File: src/fds_pkg.sv
package fds_pkg;
  // system clock period
  localparam int CLK_PERIOD_NS = 10;

  // drive-side intervals at the fast rate, in ns; the slow rate doubles all but the shortfall
  localparam int T_SEL_SETUP_NS = 12000;
  localparam int T_SEEK_SETUP_NS = 7000;
  localparam int T_DIR_SETUP_NS = 1000;
  localparam int T_STEP_MIN_NS = 6000;
  localparam int T_STEP_TYP_NS = 7000;
  localparam int T_STEP_MAX_NS = 8000;
  localparam int T_SEL_HOLD_STEP_NS = 5000;
  localparam int T_STEP_CYCLE_NS = 33000;
  localparam int T_DIR_HOLD_NS = 24000;
  localparam int T_SEEK_HOLD_NS = 30000;
  localparam int T_SEL_HOLD_SEEK_NS = 15000;
  localparam int T_DRIVE_FAULT_RESET_MIN_NS = 8000;
  localparam int T_DRIVE_FAULT_RESET_TYP_NS = 9000;
  localparam int T_DRIVE_FAULT_RESET_MAX_NS = 10000;
  localparam int T_SHORTFALL_NS = 50;

  // least times round up, longest times round down
  localparam int C_SEL_SETUP = (T_SEL_SETUP_NS + CLK_PERIOD_NS - 1)
                               / CLK_PERIOD_NS;
  localparam int C_SEEK_SETUP = (T_SEEK_SETUP_NS + CLK_PERIOD_NS - 1)
                                / CLK_PERIOD_NS;
  localparam int C_DIR_SETUP = (T_DIR_SETUP_NS + CLK_PERIOD_NS - 1)
                               / CLK_PERIOD_NS;
  localparam int C_STEP_MIN = (T_STEP_MIN_NS + CLK_PERIOD_NS - 1)
                              / CLK_PERIOD_NS;
  localparam int C_STEP_TYP = T_STEP_TYP_NS / CLK_PERIOD_NS;
  localparam int C_STEP_MAX = T_STEP_MAX_NS / CLK_PERIOD_NS;
  localparam int C_SEL_HOLD_STEP = (T_SEL_HOLD_STEP_NS + CLK_PERIOD_NS - 1)
                                   / CLK_PERIOD_NS;
  localparam int C_STEP_LOW = (T_STEP_CYCLE_NS - T_STEP_TYP_NS
                               + CLK_PERIOD_NS - 1) / CLK_PERIOD_NS;
  localparam int C_DIR_HOLD = (T_DIR_HOLD_NS + CLK_PERIOD_NS - 1)
                              / CLK_PERIOD_NS;
  localparam int C_SEEK_HOLD = (T_SEEK_HOLD_NS + CLK_PERIOD_NS - 1)
                               / CLK_PERIOD_NS;
  localparam int C_SEL_HOLD_SEEK = (T_SEL_HOLD_SEEK_NS + CLK_PERIOD_NS - 1)
                                   / CLK_PERIOD_NS;
  localparam int C_DRIVE_FAULT_RESET_MIN = (T_DRIVE_FAULT_RESET_MIN_NS + CLK_PERIOD_NS - 1)
                              / CLK_PERIOD_NS;
  localparam int C_DRIVE_FAULT_RESET_TYP = T_DRIVE_FAULT_RESET_TYP_NS / CLK_PERIOD_NS;
  localparam int C_DRIVE_FAULT_RESET_MAX = T_DRIVE_FAULT_RESET_MAX_NS / CLK_PERIOD_NS;
  localparam int C_SHORTFALL = (T_SHORTFALL_NS + CLK_PERIOD_NS - 1)
                               / CLK_PERIOD_NS;

  localparam int TIMER_W = 14;
  localparam int STEP_CNT_W = 8;

  // version answer, value is arbitrary
  localparam logic [7:0] VERSION_ID_DEFAULT = 8'h5a;

  typedef struct packed {
    logic [1:0] unit;
    logic dir;
    logic [STEP_CNT_W-1:0] steps;
  } fds_seek_cmd_t;

  typedef struct packed {
    logic drive_select_bit1;
    logic drive_select_bit0;
    logic seek_mode;
    logic step_dir;
    logic step;
    logic drive_fault_reset;
  } fds_drive_pins_t;

  typedef enum logic [3:0] {
    ST_IDLE, ST_SEL_SET, ST_SEEK_SET, ST_DIR_SET, ST_STEP_HI, ST_STEP_LO,
    ST_DIR_HOLD, ST_SEEK_HOLD, ST_SEL_HOLD, ST_DRIVE_FAULT_RESET
  } fds_state_t;
endpackage : fds_pkg

File: src/fds_sequencer.sv
`timescale 1ns/1ps
// Overview of operation
// - drive select stable 12/24 us before seek mode rises
// - seek mode high 7/14 us before step direction is set
// - step direction settled 1/2 us before a step pulse rises
// - step pulse high 6 to 8 us, typically 7; doubled at slow rate
// - drive select unchanged 5/10 us after a step pulse ends
// - step direction unchanged 24/48 us after the last step pulse
// - seek mode kept 30/60 us after step direction is released
// - drive select unchanged 15/30 us after seek mode falls
// - fault reset pulse high 8 to 10 us, or 16 to 20 us
// - every least time may fall short by 50 ns under test
// - enhanced variant flags every overrun, final byte included
// - enhanced variant drops dma request before result phase on overrun
// - write clock may be unrelated to the system clock
// - version query returns an identifying first result status byte
module fds_sequencer #(
  parameter bit ENHANCED = 1'b1,
  parameter logic [7:0] VERSION_ID = fds_pkg::VERSION_ID_DEFAULT
) (
  input wire logic sys_clk_i,
  input wire logic rst_i,
  input wire logic slow_rate_i,
  input wire logic seek_start_i,
  input wire fds_pkg::fds_seek_cmd_t seek_cmd_i,
  input wire logic fault_reset_start_i,
  input wire logic dma_want_i,
  input wire logic overrun_i,
  input wire logic last_byte_i,
  input wire logic result_entry_i,
  input wire logic status_clear_i,
  input wire logic version_query_i,
  input wire logic dma_acknowledge_n_i,
  input wire logic write_clk_i,
  output fds_pkg::fds_drive_pins_t drive_o,
  output logic busy_o,
  output logic dma_request_o,
  output logic overrun_flag_o,
  output logic [7:0] first_result_status_o,
  output logic write_clk_sync_o
);
  import fds_pkg::*;

  ////////////////////////////////////////////////////////////////////////
  fds_state_t state, next_state;
  logic [TIMER_W-1:0] timer;
  logic [STEP_CNT_W-1:0] steps_left;
  logic [1:0] unit;
  logic dir;
  logic slow;
  logic [TIMER_W-1:0] dur_base;

  wire timer_done = (timer == '0);
  wire state_move = (next_state != state);
  wire idle_accept_seek = (state == ST_IDLE) && seek_start_i;
  wire idle_accept_drive_fault_reset = (state == ST_IDLE) && !seek_start_i
                          && fault_reset_start_i;
  wire last_step = (steps_left == STEP_CNT_W'(1));
  // the first interval loads on the accepting edge, before slow is caught
  wire slow_now = (state == ST_IDLE) ? slow_rate_i : slow;
  // slow rate doubles every count, it is never a separate table
  wire [TIMER_W-1:0] dur_scaled = slow_now ? {dur_base[TIMER_W-2:0], 1'b0}
                                           : dur_base;
  wire [TIMER_W-1:0] dur_load = dur_scaled - TIMER_W'(1);

  always_comb begin
    next_state = state;
    case (state)
      ST_IDLE: begin
        if (seek_start_i) next_state = ST_SEL_SET;
        else if (fault_reset_start_i) next_state = ST_DRIVE_FAULT_RESET;
      end
      ST_SEL_SET: if (timer_done) next_state = ST_SEEK_SET;
      ST_SEEK_SET: if (timer_done) next_state = ST_DIR_SET;
      ST_DIR_SET: begin
        if (timer_done) begin
          next_state = (steps_left == '0) ? ST_DIR_HOLD : ST_STEP_HI;
        end
      end
      ST_STEP_HI: begin
        if (timer_done) next_state = last_step ? ST_DIR_HOLD : ST_STEP_LO;
      end
      ST_STEP_LO: if (timer_done) next_state = ST_STEP_HI;
      ST_DIR_HOLD: if (timer_done) next_state = ST_SEEK_HOLD;
      ST_SEEK_HOLD: if (timer_done) next_state = ST_SEL_HOLD;
      ST_SEL_HOLD: if (timer_done) next_state = ST_IDLE;
      ST_DRIVE_FAULT_RESET: if (timer_done) next_state = ST_IDLE;
      default: next_state = ST_IDLE;
    endcase
  end

  always_comb begin
    case (next_state)
      ST_SEL_SET: dur_base = TIMER_W'(C_SEL_SETUP);
      ST_SEEK_SET: dur_base = TIMER_W'(C_SEEK_SETUP);
      ST_DIR_SET: dur_base = TIMER_W'(C_DIR_SETUP);
      ST_STEP_HI: dur_base = TIMER_W'(C_STEP_TYP);
      ST_STEP_LO: dur_base = TIMER_W'(C_STEP_LOW);
      ST_DIR_HOLD: dur_base = TIMER_W'(C_DIR_HOLD);
      ST_SEEK_HOLD: dur_base = TIMER_W'(C_SEEK_HOLD);
      ST_SEL_HOLD: dur_base = TIMER_W'(C_SEL_HOLD_SEEK);
      ST_DRIVE_FAULT_RESET: dur_base = TIMER_W'(C_DRIVE_FAULT_RESET_TYP);
      default: dur_base = TIMER_W'(1);
    endcase
  end

  // rate is caught only while idle so no interval changes mid-sequence
  always_ff @(posedge sys_clk_i) begin
    if (rst_i) begin
      slow <= 1'b0;
      unit <= 2'h0;
      dir <= 1'b0;
    end else if (idle_accept_seek) begin
      slow <= slow_rate_i;
      unit <= seek_cmd_i.unit;
      dir <= seek_cmd_i.dir;
    end else if (idle_accept_drive_fault_reset) begin
      slow <= slow_rate_i;
    end
  end

  always_ff @(posedge sys_clk_i) begin
    if (rst_i) begin
      state <= ST_IDLE;
      timer <= '0;
    end else begin
      state <= next_state;
      if (state_move) timer <= dur_load;
      else if (!timer_done) timer <= timer - TIMER_W'(1);
    end
  end

  always_ff @(posedge sys_clk_i) begin
    if (rst_i) steps_left <= '0;
    else if (idle_accept_seek) steps_left <= seek_cmd_i.steps;
    else if (state == ST_STEP_HI && timer_done)
      steps_left <= steps_left - STEP_CNT_W'(1);
  end

  ////////////////////////////////////////////////////////////////////////
  // pins are decoded from next_state so each registered edge lands with
  // the state change and the timer window lines up exactly
  wire seek_on = (next_state inside {ST_SEEK_SET, ST_DIR_SET, ST_STEP_HI,
                  ST_STEP_LO, ST_DIR_HOLD, ST_SEEK_HOLD});
  wire dir_on = (next_state inside {ST_DIR_SET, ST_STEP_HI, ST_STEP_LO,
                 ST_DIR_HOLD});
  wire step_on = (next_state == ST_STEP_HI);
  wire drive_fault_reset_on = (next_state == ST_DRIVE_FAULT_RESET);
  // select moves only on leaving idle, so all holds come from the states
  wire [1:0] next_sel = idle_accept_seek ? seek_cmd_i.unit : unit;

  always_ff @(posedge sys_clk_i) begin
    if (rst_i) begin
      drive_o <= '0;
      busy_o <= 1'b0;
    end else begin
      drive_o.drive_select_bit1 <= next_sel[1];
      drive_o.drive_select_bit0 <= next_sel[0];
      drive_o.seek_mode <= seek_on;
      drive_o.step_dir <= dir_on & (idle_accept_seek ? seek_cmd_i.dir : dir);
      drive_o.step <= step_on;
      drive_o.drive_fault_reset <= drive_fault_reset_on;
      busy_o <= (next_state != ST_IDLE);
    end
  end

  ////////////////////////////////////////////////////////////////////////
  // dma acknowledge and write clock are pins, two flops before use, plus a third flop on the write clock output
  logic [1:0] dma_acknowledge_sync;
  logic [1:0] wclk_sync;
  logic ovr_pending;
  wire dma_acknowledge_seen = !dma_acknowledge_sync[1];
  wire ovr_counts = overrun_i && (ENHANCED || !last_byte_i);
  wire dma_withdraw = ENHANCED && ovr_pending && result_entry_i;

  always_ff @(posedge sys_clk_i) begin
    if (rst_i) begin
      dma_acknowledge_sync <= 2'h3;
      wclk_sync <= 2'h0;
      write_clk_sync_o <= 1'b0;
    end else begin
      dma_acknowledge_sync <= {dma_acknowledge_sync[0], dma_acknowledge_n_i};
      wclk_sync <= {wclk_sync[0], write_clk_i};
      write_clk_sync_o <= wclk_sync[1];
    end
  end

  always_ff @(posedge sys_clk_i) begin
    if (rst_i) begin
      ovr_pending <= 1'b0;
      overrun_flag_o <= 1'b0;
      dma_request_o <= 1'b0;
      first_result_status_o <= 8'h00;
    end else begin
      // set wins over clear
      if (overrun_i) ovr_pending <= 1'b1;
      // a flag clear must not cancel the pending withdrawal
      else if (result_entry_i) ovr_pending <= 1'b0;
      if (ovr_counts) overrun_flag_o <= 1'b1;
      else if (status_clear_i) overrun_flag_o <= 1'b0;
      // withdrawal before the result phase outranks a fresh request
      if (dma_withdraw) dma_request_o <= 1'b0;
      else if (dma_want_i) dma_request_o <= 1'b1;
      else if (dma_acknowledge_seen) dma_request_o <= 1'b0;
      if (version_query_i) first_result_status_o <= VERSION_ID;
    end
  end

  ////////////////////////////////////////////////////////////////////////
  // helper ages: cycles each pin has held its level, saturating
  localparam int NW = 6;
  logic [NW-1:0] pins_now, pins_prev;
  logic [TIMER_W-1:0] age [NW];
  assign pins_now = drive_o;
  always_ff @(posedge sys_clk_i) begin
    if (rst_i) pins_prev <= '0;
    else pins_prev <= pins_now;
  end
  for (genvar g = 0; g < NW; g++) begin : g_age
    always_ff @(posedge sys_clk_i) begin
      // out of reset the pins count as long settled, no false short hold
      if (rst_i) age[g] <= '1;
      else if (pins_now[g] != pins_prev[g]) age[g] <= '0;
      else if (age[g] != '1) age[g] <= age[g] + TIMER_W'(1);
    end
  end
  // index: 5,4 select, 3 seek, 2 dir, 1 step, 0 fault reset
  function automatic int lim(input int c, input logic s);
    lim = (s ? 2 * c : c) - C_SHORTFALL - 1;
  endfunction
endmodule : fds_sequencer

File: config.mk
export PLATFORM = sky130hd
export DESIGN_NAME = fds_sequencer
export DESIGN_NICKNAME = d
export VERILOG_FILES = /design/src/fds_pkg.sv /design/src/fds_sequencer.sv
export SDC_FILE = /design/constraint.sdc
export NUM_CORES = 1
export LEC_CHECK = 0
export ABC_AREA = 1
export BUFFER_PORTS_ARGS = -buffer_cell sky130_fd_sc_hd__buf_2
export CAP_MARGIN = 10
export CORE_MARGIN = 2
export CORE_UTILIZATION = 40
export CTS_CLUSTER_SIZE = 10
export DETAILED_ROUTE_END_ITERATION = 8
export GPL_TIMING_DRIVEN = 0
export PLACE_DENSITY = 0.63
export RECOVER_POWER = 25
export SLEW_MARGIN = 20
export SYNTH_ARGS = -nofsm -noshare
export SYNTH_HDL_FRONTEND = slang
export SYNTH_SLANG_ARGS = --single-unit
File: constraint.sdc
create_clock -name sys_clk_i -period 3.07 [get_ports sys_clk_i]
set_input_delay 0.7675 -clock sys_clk_i [delete_from_list [all_inputs] [get_ports sys_clk_i]]
set_output_delay 0.7675 -clock sys_clk_i [all_outputs]
set_load 0.05 [all_outputs]
### Yosys cells after proc, flatten, opt, wreduce, memory -nomap -nowiden

Memory sizes are Yosys's and may differ from the RTL's.
Index checks and enable logic that the tools add are counted.

* bits in registers: 46
* memory bits (read-only): 176
* input port bits: 24
* output and inout port bits: 18
* memories kept: 1

Memories
* (name not given): words 16, width 11, rd ports 1, clocked after memory_dff 0, wr ports 0, line fds_sequencer.sv:93 `case (next_state)`

* add/subtract/negate cells: 3
* equal/unequal tests: 20
* muxes and demuxes: 29
* bitwise logic cells: 1
* reduce and logical (&&, ||, !) cells: 18

Operators with widths (count)
* 14-bit two-way mux: 3
* 4-bit two-way mux: 10
* 4-bit one-hot mux with 9 select lines: 1
* 4-bit by 3-bit == test with 1-bit output, second input constant: 8
* 14-bit by 1-bit subtractor with 14-bit output, second input constant: 2
* 4-bit by 2-bit == test with 1-bit output, second input constant: 4
* 8-bit two-way mux: 2
* 14-bit zero test: 1
* 4-bit == test, second input constant: 3
* 1-bit two-way mux: 10
* 8-bit by 1-bit == test with 1-bit output, second input constant: 1
* 8-bit zero test: 1
* 2-bit nonzero test: 4
* 4-bit nonzero test: 2
* 8-bit by 1-bit subtractor with 8-bit output, second input constant: 1
* 2-bit two-way mux: 3
* 6-bit nonzero test: 1
* 1-bit logical AND: 5
* 4-bit by 1-bit == test with 1-bit output, second input constant: 1
* 4-bit zero test: 1
* 4-bit != test: 1
* 2-bit OR reduction: 2
* 2-bit by 1-bit != test with 1-bit output, second input constant: 1
* 2-bit != test, second input constant: 1
* other kinds (2): 2

### Depth between registers and ports, before layout

An unclocked memory read counts as a cell.

* depth in word-level cells: 8
* gate-level depth with buffers: 24
* depth with buffers taken out: 24

### Least setup slack after synthesis

No wires, ideal clock.

* path type: flip-flop to flip-flop
* start: register timer[6]
* end: register timer[8]
* arrival time: 2.554 ns
* data required time: 2.942 ns
* slack: 0.388 ns
* stages on the path, launching flop included: 23
* buffers on the path: 0
* period minus slack after synthesis: 2.682 ns
* cell sequence: dfxtp_1 nor2_1 nand2_1 nor2_4 nand2_4 nand2_4 nand2_1 nor2_2 nand3_2 inv_1 ha_1 inv_1 nor3_1 nand2_1 nand2_1 o21ai_2 ha_1 nand2_1 nor2_4 nand2_1 nand2_1 nand3_1 nor2_1

* word-level cells in the longest chain between the ends: 7

RTL lines
* start: declaration: line fds_sequencer.sv:46 `logic [TIMER_W-1:0] timer;`
* start signal: assignment: line fds_sequencer.sv:128 `if (state_move) timer <= dur_load;`
* start signal: assignment: line fds_sequencer.sv:129 `else if (!timer_done) timer <= timer - TIMER_W'(1);`
* 14-bit zero test (*): line fds_sequencer.sv:53 `wire timer_done = (timer == '0);`
* 4-bit two-way mux (tied with other cells): line fds_sequencer.sv:86, fds_sequencer.sv:87
* 4-bit one-hot mux with 9 select lines (*): line fds_sequencer.sv:68 `case (state)`
* via next_state[1]: line fds_sequencer.sv:45 `fds_state_t state, next_state;`
* memory read 16 x 11 bit
* 14-bit two-way mux: line fds_sequencer.sv:62 `wire [TIMER_W-1:0] dur_scaled = slow_now ? {dur_base[TIMER_W-2:0], 1'b0}`
* 14-bit by 1-bit subtractor with 14-bit output: line fds_sequencer.sv:64 `wire [TIMER_W-1:0] dur_load = dur_scaled - TIMER_W'(1);`
* 14-bit two-way mux: line fds_sequencer.sv:128

Mark *: on every way through the listed nets, which the timed path passes. The rest lies on a longest branch. The select of a mux whose other input is x is not followed.
A chain may end at the register's enable or synchronous reset.

### Worst setup path in the final report

* start: register timer[2]
* end: register timer[8]

* word-level cells in the longest chain between the ends: 7

RTL lines (line)
* 14-bit zero test: fds_sequencer.sv:53
* 4-bit two-way mux (tied with other cells): fds_sequencer.sv:86, fds_sequencer.sv:87
* 4-bit one-hot mux with 9 select lines: fds_sequencer.sv:68
* memory read 16 x 11 bit
* 14-bit two-way mux: fds_sequencer.sv:62
* 14-bit by 1-bit subtractor with 14-bit output: fds_sequencer.sv:64
* 14-bit two-way mux: fds_sequencer.sv:128

Parallel ways exist; a longest one is shown, timed or not. The select of a mux whose other input is x is not followed.

==> metrics.csv <==
stage;metric;value;unit
yosys;Unique masters post-synth;37;
yosys;Yosys top cell by area;dfxtp_1;
floorplanning;Die W;89.46;um
placed_design;Port Buf Inserts;35;
final_layout;area delta synth->final;21.11;%
final_layout;most common cell after layout, fill and taps aside;nand2_1;
worst_setup_path;r2r setup slk;200;ps
grt;initial antenna violation count;0;
placed_design;dpl cells;589;
min_path;Hold Crit Depth;2;
grt;vias in the first global route;2628;
sta;final worst-path cycle share;0.9335;
detailed_routing;routed wl met2;3257;um
floorplanning;Placeable Area;7176;um2
final_layout;n_diodes;0;
placed_design;GP Congestion;0.9142;
detailed_routing;detailed-route via count;2999;
outcome;status;finished, final reports clean;
worst_setup_path;Crit path required time;3250;ps
final_layout;fin area;3538;um2
run;max-cap viol count;0;
detailed_routing;1st-iter DRT viols;183;
yosys;Yosys reg bits;44;
sta;Hold Fails Final Rpt;0;
final_layout;commonest non-fill, non-tap cells in the layout;nand2_1 (110), nor2_1 (53), inv_1 (53);
floorplanning;initial core utilization;0.4071;
final_layout;Final Non-Filler Cells;607;
final_layout;nets;541;
clocking;H-tree lvl count;2;
sta;Min Hold Slack;406.7;ps
power_and_ir_drop;Peak VDD IR;0.2890;mV
sta;Max Transition Viols Final;0;
clocking;clk sink count;44;
clocking;CTS tree;built;
sta;unrepaired setup endpoints after global routing;true;
sta;slew margin rel.;0.5559;
detailed_routing;Highest Signal Layer;met4;
placed_design;Area after DPL;3232;um2
min_path;Hold Path Class;reg2reg;
detailed_routing;drt via density;4.941;
clocking;Clk pin slew, worst setup/hold paths;100;ps
sta;Setup Skew;12.99;ps
worst_setup_path;critical path class;reg2reg;
yosys;Ys Warns;0;
placed_design;dpl hpwl;5311;um
worst_setup_path;FF-to-FF path depth;20;
yosys;mapped cell area;2922;um2
detailed_routing;Total Wirelength;7200;um
min_path;Hold EP;write_clk_sync_o$_SDFF_PP0_;
sta;Final setup viols;0;
yosys;EDFF count, synth;0;
power_and_ir_drop;leak pwr;1.740;nW
clocking;Root Buffer;clkbuf_8;
power_and_ir_drop;Power Dens Cells;1005;nW/um2
yosys;Synth area leaders;dfxtp_1 (30%), nand2_1 (15%), nor2_1 (7.7%);
sta;post-layout min period;2866;ps
grt;grt ovf;0;
detailed_routing;M1 WL;3363;um
worst_setup_path;worst r2r src;timer[2]$_SDFFE_PP0P_;
final_layout;Layout Utilization;0.4931;
detailed_routing;Routed WL per cell;11.86;um
clocking;TritonCTS Buffers;5;
detailed_routing;antenna-violating nets left;0;
clocking;clk_lat worst skew;320;ps
floorplanning;Die H;89.46;um
floorplanning;Die ar.;8003;um2
sta;Final WS setup;204.2;ps
clocking;Clock Path Buffers;2;
worst_setup_path;Crit Reg-Reg Endpoint;timer[8]$_SDFFE_PP0P_;
grt;GRT Total Usage;0.1898;
floorplanning;Top-Level Pins;42;
sta;Worst-Margin Slew;663.7;ps
grt;first-pass GRT wire length;11850;um
yosys;ys async rst share;0;
yosys;post-synth top area share;0.3015;
worst_setup_path;Arrival @ worst endpoint;3040;ps
min_path;worst hold start;wclk_sync[1]$_SDFF_PP0_;
placed_design;DP Worst Slack;-83.68;ps
final_layout;layout cells sized above 1;0.2382;
detailed_routing;drt pass-1 iters;5;
worst_setup_path;crit-path max FO;7;
yosys;top_reg_cell synth;dfxtp_1;
yosys;syn avg cell area;6.464;um2
yosys;Syn Inst Count;452;
detailed_routing;met3 wire length;493;um
worst_setup_path;crit start category;flip-flop;
clocking;# hold bufs at CTS;0;
grt;pin count of the biggest net entering global routing;16;
yosys;register area share after synthesis;0.3015;
worst_setup_path;CP endpoint kind;flip-flop;
detailed_routing;DR DRC count;0;
floorplanning;Rows;31;
sta;Fmax achieved;348.9;MHz
==> how the worst max path moves through the flow <==
stage / start / endpoint / slack [ps]
6_report: timer[2]$_SDFFE_PP0P_ / timer[8]$_SDFFE_PP0P_ / 200
5_1_grt: timer[13]$_SDFFE_PP0P_ / timer[10]$_SDFFE_PP0P_ / -40
4_1_cts: timer[2]$_SDFFE_PP0P_ / timer[8]$_SDFFE_PP0P_ / 20
3_5_place_dp: timer[2]$_SDFFE_PP0P_ / timer[10]$_SDFFE_PP0P_ / -80
3_3_place_gp: timer[2]$_SDFFE_PP0P_ / timer[8]$_SDFFE_PP0P_ / -100
2_1_floorplan: timer[6]$_SDFFE_PP0P_ / timer[8]$_SDFFE_PP0P_ / 390
==> cell families (layout without fill, tap and decap cells) <==
family | count (synthesis) | after routing | share of synthesized area
flops | 44 | 44 | 0.3015
fa+ha+maj | 10 | 10 | 0.04283
xor+xnor | 2 | 2 | 0.005997
simple gates | 263 | 263 | 0.4283
compound gates | 58 | 58 | 0.1109
buf+inv | 74 | 127 | 0.1092
other cells | 1 | 4 | 0.001284
==> synth_stat cells, drive strengths merged, types with 3 or more instances <==
cell type,number
or2,3
ha,10
inv,57
dfxtp,44
buf,9
nand3,38
a21oi,22
nor2,76
a31oi,3
clkbuf,6
a211oi,3
o211ai,3
nand2,128
nand4,10
nor3,7
o21ai,24
==> sequential cells by signal, summed over array words and instances (netlist names) <==
register and count:
busy_o 1, overrun_flag_o 1, first_result_status_o 1, ovr_pending 1
wclk_sync 2, drive_o 4, dma_request_o 1, steps_left 8
timer 14, dir 1, state 4, unit 2
write_clk_sync_o 1, slow 1, dma_acknowledge_sync 2
==> repair_timing <==
action                                  CTS  global route
endpoints found under the setup margin    9            14
resized for setup                         3            30
setup buffers                             1             9
pin swaps                                 1            10
==> through the flow <==
stage               setup TNS [ps]  total power (W)
finish                           0         0.003555
global route                -95.69         0.003890
CTS                              0         0.003316
detailed placement          -349.3         0.002810
global placement            -497.2         0.002806
floorplan                        0         0.002426
==> power by group <==
part | leakage [nW] | internal (W) | total [W] | switching, W
logic | 1.32 | 0.000781 | 0.00232 | 0.00154
registers | 0.363 | 0.000689 | 0.000757 | 0.0000682
clock network | 0.0583 | 0.000246 | 0.000477 | 0.000232
total | 1.74 | 0.00172 | 0.00356 | 0.00184
==> area by class of cell <==
| cell class | count | area, um2 |
|---|---|---|
| timing repair buffer | 45 | 250.2 |
| inverter | 59 | 226.5 |
| tap | 99 | 123.9 |
| sequential | 44 | 880.8 |
| buffer | 15 | 95.09 |
| clock inverter | 3 | 47.55 |
| fill | 718 | 3637 |
| multi-input combinational | 337 | 1846 |
| clock buffer | 5 | 68.82 |
==> per-layer routing <==
metal	vias to the layer above	GRT usage
met5	-	0
met4	0	0.05970
met3	11	0.03416
met2	103	0.3030
met1	1338	0.2601
li1	1547	-
==> critical path, stage by stage (launching register included) <==
cell and delay [ps]:
dfxtp_1 330, nor2_1 110, nand2_1 100, nor2_4 180, buf_6 140, nand3_1 70
o21ai_1 130, nand2_1 120, nand2_4 140, ha_2 210, inv_1 100, o21ai_2 170
nor2_1 50, a21oi_1 140, nand2_1 100, nand2_2 120, nand2_2 110, nor2_4 150
nand3b_1 90, nand3_1 100, nor2_1 50
Power figures use the tool's default switching activity.
